File: config.mk
export PLATFORM = sky130hd
export DESIGN_NAME = srco_exec
export DESIGN_NICKNAME = d
export VERILOG_FILES = /design/src/core/srco_pkg.sv /design/src/core/srco_data_mem.sv /design/src/core/srco_exec.sv
export SDC_FILE = /design/constraint.sdc
export NUM_CORES = 1
export LEC_CHECK = 0
export ABC_CLOCK_PERIOD_IN_PS = 9000
export BUFFER_PORTS_ARGS = -buffer_cell sky130_fd_sc_hd__buf_4
export CAP_MARGIN = 20
export CORE_ASPECT_RATIO = 1.4
export CORE_UTILIZATION = 45
export DETAILED_ROUTE_END_ITERATION = 8
export GPL_ROUTABILITY_DRIVEN = 0
export GPL_TIMING_DRIVEN = 0
export SETUP_SLACK_MARGIN = 0.05
export SLEW_MARGIN = 25
export SYNTH_ARGS = -nofsm -noshare
export SYNTH_HDL_FRONTEND = slang
export SYNTH_SLANG_ARGS = --single-unit
export TNS_END_PERCENT = 1
File: constraint.sdc
create_clock -name clk -period 9 [get_ports clk]
set_input_delay 1.8 -clock clk [delete_from_list [all_inputs] [get_ports clk]]
set_output_delay 1.8 -clock clk [all_outputs]
set_load 0.005 [all_outputs]
File: src/core/srco_pkg.sv
// Purpose: Shared constants for the subtract, return and set-carry unit
// Assumes: 16-bit instruction word, 128 x 4 data memory, 11-bit program counter
// Notes: Working registers are the first sixteen data memory nibbles
package srco_pkg;

  // ********************************************************************
  // Widths
  // ********************************************************************
  localparam int NIB_W = 4;
  localparam int ADDR_W = 7;
  localparam int PC_W = 11;
  localparam int INSTR_W = 16;

  // ********************************************************************
  // Opcode prefixes and field positions
  // ********************************************************************
  localparam logic [8:0] OP_SUB_MEM_ACC = 9'h014;  // 0 0000 1010 0
  localparam logic [8:0] OP_SUB_MEM_WB = 9'h016;   // 0 0000 1011 0
  localparam logic [7:0] OP_SUB_IMM_ACC = 8'h0E;
  localparam logic [7:0] OP_SUB_IMM_WB = 8'h0F;
  localparam logic [6:0] OP_RETURN = 7'h01;
  localparam logic [12:0] OP_SET_CARRY = 13'h0A00;
  localparam int MEM_OP_LSB = 7;
  localparam int IMM_OP_LSB = 8;
  localparam int RET_OP_LSB = 9;
  localparam int SETC_OP_LSB = 3;
  localparam int IMM_LSB = 4;
  localparam int WR_LSB = 0;

  // ********************************************************************
  // Reset values
  // ********************************************************************
  localparam logic [NIB_W-1:0] ACC_RST = 4'h0;
  localparam logic [PC_W-1:0] PC_RST = 11'h000;
  localparam logic CARRY_RST = 1'b0;
  localparam logic ZERO_RST = 1'b0;
  localparam logic [ADDR_W-1:0] ADDR_RST = 7'h00;
  localparam logic [NIB_W-1:0] IMM_RST = 4'h0;

  // ********************************************************************
  // Sequencer states and operation kinds
  // ********************************************************************
  typedef enum logic [1:0] {SRCO_IDLE, SRCO_READ, SRCO_EXEC} srco_state_t;
  typedef enum logic [2:0] {
    SRCO_K_NONE, SRCO_K_MEM, SRCO_K_MEM_WB, SRCO_K_IMM, SRCO_K_IMM_WB
  } srco_kind_t;

endpackage
File: src/core/srco_data_mem.sv
// Purpose: Data memory nibble store with registered read data
// Assumes: One write port and one read port on the same clock
// Notes: Contents are not reset, as in a real RAM
`timescale 1ns/1ps
module srco_data_mem #(
  parameter int WIDTH = srco_pkg::NIB_W,
  parameter int AW = srco_pkg::ADDR_W
) (
  // Clock
  input wire logic clk,
  // Write port
  input wire logic wr_en,
  input wire logic [AW-1:0] wr_addr,
  input wire logic [WIDTH-1:0] wr_data,
  // Read port
  input wire logic [AW-1:0] rd_addr,
  output logic [WIDTH-1:0] rd_data_q
);
  import srco_pkg::*;

  logic [WIDTH-1:0] mem [0:(1<<AW)-1];

  // ********************************************************************
  // Storage
  // ********************************************************************
  // Read data is registered so it maps onto block RAM
  always_ff @(posedge clk) begin
    if (wr_en) begin
      mem[wr_addr] <= wr_data;
    end
    rd_data_q <= mem[rd_addr];
  end

endmodule

File: src/core/srco_exec.sv
// Purpose: Execution of return, subtract-with-borrow and set-carry instructions
// Assumes: One instruction offered at a time with a valid/ready handshake
// Notes: Subtracts take three clocks (memory read is registered), others one
//   Outside loads are dropped while a subtract is in flight
`timescale 1ns/1ps
module srco_exec #(
  parameter int PCW = srco_pkg::PC_W
) (
  // Clock and reset
  input wire logic clk,
  input wire logic rst,
  // Instruction handshake
  input wire logic instr_valid,
  input wire logic [srco_pkg::INSTR_W-1:0] instr,
  output logic instr_ready,
  output logic done,
  output logic illegal,
  // Subroutine stack
  input wire logic [PCW-1:0] stack_top,
  output logic stack_pop,
  // Data memory load from the rest of the core
  input wire logic load_en,
  input wire logic [srco_pkg::ADDR_W-1:0] load_addr,
  input wire logic [srco_pkg::NIB_W-1:0] load_data,
  // Architectural state
  output logic [srco_pkg::NIB_W-1:0] accumulator,
  output logic carry_flag,
  output logic zero_flag,
  output logic [PCW-1:0] pc
);
  import srco_pkg::*;

  // ********************************************************************
  // State and internal nets
  // ********************************************************************
  srco_state_t state_q, state_d;
  srco_kind_t kind_q, kind_d;
  logic [ADDR_W-1:0] addr_q, addr_d;
  logic [NIB_W-1:0] imm_q, imm_d;
  logic [NIB_W-1:0] acc_q, acc_d;
  logic carry_q, carry_d;
  logic zero_q, zero_d;
  logic [PCW-1:0] pc_q, pc_d;
  logic done_q, done_d;
  logic illegal_q, illegal_d;
  logic pop_d;
  logic is_mem, is_mem_wb, is_imm, is_imm_wb, is_ret, is_setc;
  logic take;
  logic [NIB_W-1:0] mem_rd;
  logic [NIB_W-1:0] subtrahend;
  logic [NIB_W:0] diff;
  logic wr_en;
  logic [ADDR_W-1:0] wr_addr;
  logic [NIB_W-1:0] wr_data;
  logic [ADDR_W-1:0] rd_addr;
  // Operand address for the read at the accepting edge
  logic [ADDR_W-1:0] op_addr;

  // ********************************************************************
  // Decode
  // ********************************************************************
  // Prefix compares; the lower bits are operand fields
  // Return and set-carry ignore their low bits
  assign is_mem = instr[INSTR_W-1:MEM_OP_LSB] == OP_SUB_MEM_ACC;
  assign is_mem_wb = instr[INSTR_W-1:MEM_OP_LSB] == OP_SUB_MEM_WB;
  assign is_imm = instr[INSTR_W-1:IMM_OP_LSB] == OP_SUB_IMM_ACC;
  assign is_imm_wb = instr[INSTR_W-1:IMM_OP_LSB] == OP_SUB_IMM_WB;
  assign is_ret = instr[INSTR_W-1:RET_OP_LSB] == OP_RETURN;
  assign is_setc = instr[INSTR_W-1:SETC_OP_LSB] == OP_SET_CARRY;
  assign instr_ready = state_q == SRCO_IDLE;
  assign take = instr_valid && instr_ready;
  // Working registers sit in the bottom sixteen nibbles of data memory
  assign op_addr = (is_imm || is_imm_wb) ? {3'h0, instr[WR_LSB+:NIB_W]} : instr[ADDR_W-1:0];

  // ********************************************************************
  // Subtractor
  // ********************************************************************
  // Operand minus subtrahend minus carry, one extra bit catches the borrow
  // Carry enters as a borrow-in and is subtracted, not inverted
  assign subtrahend = (kind_q == SRCO_K_IMM || kind_q == SRCO_K_IMM_WB) ? imm_q : acc_q;
  assign diff = {1'b0, mem_rd} - {1'b0, subtrahend} - {{NIB_W{1'b0}}, carry_q};

  // ********************************************************************
  // Memory port muxing
  // ********************************************************************
  // Write-back beats an outside load; loads only land while idle
  // A load to the operand in the accepting cycle is read stale, but the read state reads it again before use
  always_comb begin
    rd_addr = addr_q;
    if (take) begin
      rd_addr = op_addr;
    end
    wr_en = 1'b0;
    wr_addr = load_addr;
    wr_data = load_data;
    if (state_q == SRCO_EXEC && (kind_q == SRCO_K_MEM_WB || kind_q == SRCO_K_IMM_WB)) begin
      wr_en = 1'b1;
      wr_addr = addr_q;
      wr_data = diff[NIB_W-1:0];
    end else if (load_en && state_q == SRCO_IDLE) begin
      wr_en = 1'b1;
    end
  end

  // Read address is driven at the accepting edge, so data is ready in the read state
  srco_data_mem #(
    .WIDTH(NIB_W),
    .AW(ADDR_W)
  ) u_mem (
    .clk(clk),
    .wr_en(wr_en),
    .wr_addr(wr_addr),
    .wr_data(wr_data),
    .rd_addr(rd_addr),
    .rd_data_q(mem_rd)
  );

  // ********************************************************************
  // Sequencer and architectural state, next values
  // ********************************************************************
  always_comb begin
    state_d = state_q;
    kind_d = kind_q;
    addr_d = addr_q;
    imm_d = imm_q;
    acc_d = acc_q;
    carry_d = carry_q;
    zero_d = zero_q;
    pc_d = pc_q;
    done_d = 1'b0;
    illegal_d = 1'b0;
    pop_d = 1'b0;
    // Return and set-carry finish at the accepting edge
    unique case (state_q)
      SRCO_IDLE: begin
        if (take) begin
          if (is_ret) begin
            pc_d = stack_top;
            pop_d = 1'b1;
            done_d = 1'b1;
          end else if (is_setc) begin
            carry_d = 1'b1;
            done_d = 1'b1;
          end else if (is_mem || is_mem_wb) begin
            kind_d = is_mem ? SRCO_K_MEM : SRCO_K_MEM_WB;
            addr_d = op_addr;
            state_d = SRCO_READ;
          end else if (is_imm || is_imm_wb) begin
            kind_d = is_imm ? SRCO_K_IMM : SRCO_K_IMM_WB;
            addr_d = op_addr;
            imm_d = instr[IMM_LSB+:NIB_W];
            state_d = SRCO_READ;
          end else begin
            illegal_d = 1'b1; // Not ours; flagged, no state change
            done_d = 1'b1;
          end
        end
      end
      SRCO_READ: begin
        state_d = SRCO_EXEC; // Memory data lands this cycle
      end
      SRCO_EXEC: begin
        // Result, flags and any write-back all land on this edge
        acc_d = diff[NIB_W-1:0];
        zero_d = diff[NIB_W-1:0] == 4'h0;
        carry_d = ~diff[NIB_W];
        done_d = 1'b1;
        kind_d = SRCO_K_NONE;
        state_d = SRCO_IDLE;
      end
    endcase
  end

  // Registers only
  always_ff @(posedge clk or posedge rst) begin
    if (rst) begin
      state_q <= SRCO_IDLE;
      kind_q <= SRCO_K_NONE;
      addr_q <= ADDR_RST;
      imm_q <= IMM_RST;
      acc_q <= ACC_RST;
      carry_q <= CARRY_RST;
      zero_q <= ZERO_RST;
      pc_q <= PC_RST;
      done_q <= 1'b0;
      illegal_q <= 1'b0;
    end else begin
      state_q <= state_d;
      kind_q <= kind_d;
      addr_q <= addr_d;
      imm_q <= imm_d;
      acc_q <= acc_d;
      carry_q <= carry_d;
      zero_q <= zero_d;
      pc_q <= pc_d;
      done_q <= done_d;
      illegal_q <= illegal_d;
    end
  end

  // ********************************************************************
  // Outputs
  // ********************************************************************
  assign stack_pop = pop_d; // Combinational, with the accepting edge
  // State outputs come straight from flip-flops
  assign done = done_q;
  assign illegal = illegal_q;
  assign accumulator = acc_q;
  assign carry_flag = carry_q;
  assign zero_flag = zero_q;
  assign pc = pc_q;

endmodule

==> metrics.txt <==
top cells by area in the synthesized netlist edfxtp_1 66%, mux4_2 4.1%, nand2_1 4.0%; CTS root buffer clkbuf_16; Initial Utilization 0.4553; layout cell share with drive strength beyond 1 0.1653; Mapped Nets 1687; FF+latch count, synth ~550; synthesized cell area 0.02322 mm²; endpoints failing hold 0; WP buf/inv 6; H-tree depth reported by CTS 2; final worst path period need 5377 ps; vias in the first global route between 15000 and 20000; final net count 1815; Worst VDD drop around 0.16 mV; CP Class primary input to flip-flop; Post-synth top cells 512 x edfxtp_1, 245 x nand2_1, 150 x nor2_1; total track usage 0.2950; Mean Syn Cell Area 14.21 µm²; ys flop type edfxtp_1; CP Data Required Time 9410 ps; Post-CTS Resized 0; # hold bufs at CTS 0; Crit path arrival time roughly 5800 ps; fillers 4234; placed cell area 0.02487 mm²; global route overflow 0; DR WL/cell 31.42 µm; Fin Setup TNS 0 ps; final setup fails 0; Setup Slack @ Placement 3308 ps; fmax ~190 MHz; clk_lat worst skew 590 ps; clock sink total 551; Hold Path Class flip-flop to flip-flop; I/O Buffers 62; Inst Count DP 2358; Final Non-Filler Cells 2455; max-slew violations 0; Power per Cell Area 273.9 mW/mm²; asr flop ratio synth 0.06352; Area growth, synth to finish 14.38%; clock transition at the registers of the reported paths 60 ps; slowest stage cell on the critical path a221oi_1; drt first pass iters 5; largest net degree at the start of global routing 114; row cnt 98; Post-synth EDFFs 512; Routed Antenna Nets 0; worst path cell trace buf_4 > buf_4 > nand2_2 > a21o_1 > buf_2 > buf_2 > buf_2 > buf_2 > o41ai_1 > a221oi_1 > nor3_1 > nor3_1; Seq/Total Area, Yosys 0.7032; CORE AREA 0.05101 mm²; Slew HR 0.1696; reported max-cap violation count 0; outcome complete, no violations; Startpoint Class primary input; Yosys Warn Count 0; DP HPWL 53.72 mm; number of DRC markers in iteration 0 1948; Leakage about 9.0 nW; design area approximately 0.027 mm²; drt total wl 77.14 mm; Post-CTS Setup Inserts 0; IO Count 63; final cycle utilization of the critical path 0.5974; Setup crit end kind flip-flop; top cell type's share of synthesized area 0.6620; Die Y 270.8 µm; worst setup margin 3623 ps; vias per inst 6.304; Die W 194 µm; synth unique cells between 70 and 80; critical path's largest stage delay around 740 ps; Clock Skews 12.66 ps; CTS Buf Count 50; unrepaired setup endpoints after global routing no; CTS tree yes; most frequent cell after synthesis edfxtp_1; cell mode on critical path buf_2; worst-margin pin slew 1241 ps; power consumption 7.275 mW; vias 15477; Top delay family on crit path buffers and inverters; first-pass GRT wire length approximately 110 mm; Die Footprint 0.05254 mm²; initial antenna violation count 2; Worst Path Max Fanout 10; Post-Syn Instances 1634; Longest Clk Path Bufs 3; largest area contributor in the netlist edfxtp_1; drt drc 0
[path summary, 6_finish.rpt]
| kind | slack, ps | from | depth (start not counted) | to |
|---|---|---|---|---|
| max | 3620 | instr_valid | 12 | u_mem.rd_data_q[1] |
| min reg2reg | 480 | pc[6] | 2 | pc[6] |
| max in group asynchronous | 7130 | rst | 2 | state_q[0] |
| min in group asynchronous | 1360 | rst | 2 | pc[9] |
| min | 480 | pc[6] | 2 | pc[6] |
| max reg2reg | 4120 | state_q[1] | 13 | u_mem.rd_data_q[1] |
[cell families after synthesis]
kind of cell	synth area share
compound gates	0.07251
xor+xnor	0.002263
fa+ha+maj	0.006573
buf+inv	0.02941
flops	0.7032
mux	0.07639
simple gates	0.1097
[worst reg2reg max path: cells and delay by family, from the launching register on]
family,cells,cell delay [ps]
AO/OA/AOI/OAI,3,1000
AND/OR/NAND/NOR,3,920
buffers and inverters,6,2050
adder cells (fa/ha/maj),1,360
flip-flops,1,390
[metrics by stage]
step	util	hold WS, ps
floorplan	-	467.8
global placement	0.4804	465.2
detailed placement	0.4875	472.1
CTS	0.5201	488.0
global route	0.5207	504.2
finish	0.5208	481.3
[area by class of cell]
| class | count | area [µm²] | share of cell area |
|---|---|---|---|
| Tap cell | 650 | 813.3 | 0.03062 |
| Clock inverter | 32 | 287.8 | 0.01083 |
| Multi-Input combinational cell | 945 | 6286 | 0.2366 |
| Buffer | 110 | 583.1 | 0.02195 |
| Inverter | 28 | 105.1 | 0.003956 |
| Clock buffer | 61 | 1376 | 0.05181 |
| Antenna cell | 2 | 5.005 | 0.0001884 |
| Sequential cell | 551 | 16330 | 0.6148 |
| Timing Repair Buffer | 76 | 777.0 | 0.02925 |
[cells in the final DEF, fill, tap and decap left out, types with 12 or more instances in the layout]
| cell | n |
|---|---|
| edfxtp_1 | 512 |
| nand2_1 | 245 |
| nor2_1 | 149 |
| buf_4 | 72 |
| nand3_1 | 71 |
| clkbuf_1 | 56 |
| clkbuf_16 | 53 |
| mux2i_1 | 42 |
| mux4_2 | 42 |
| a21oi_1 | 39 |
| o21ai_0 | 37 |
| dfrtp_1 | 35 |
| buf_2 | 33 |
| a31oi_1 | 32 |
| inv_1 | 27 |
| a211oi_1 | 24 |
| nor3_1 | 20 |
| nand4_1 | 19 |
| and3_1 | 16 |
| a32oi_1 | 16 |
| or2_2 | 13 |
| mux2_2 | 12 |
| a2111oi_0 | 12 |
| clkinv_1 | 12 |
[routing by layer]
metal  track usage  vias to the layer above  part of all wire
li1              -                     6491                 -
met1        0.3420                     7741              0.34
met2        0.5026                     1010              0.50
met3       0.04837                      235             0.088
met4        0.2009                        0             0.073
met5             0                        -                 0
[power breakdown]
part           total (mW)  switching, mW  leakage [nW]  internal (mW)
registers            3.16         0.0407          5.10           3.11
clock network        2.18          0.951         0.809           1.23
logic                1.94           1.36          3.14          0.581
[state kept, by name (all words and copies together), names as in the netlist]
register and count:
addr_q 7, u_mem.rd_data_q 4, illegal 1, accumulator 4, u_mem.mem 512, zero_flag 1
pc 11, kind_q 3, done 1, carry_flag 1, state_q 2, imm_q 4
(Power assumes the default switching activity.)
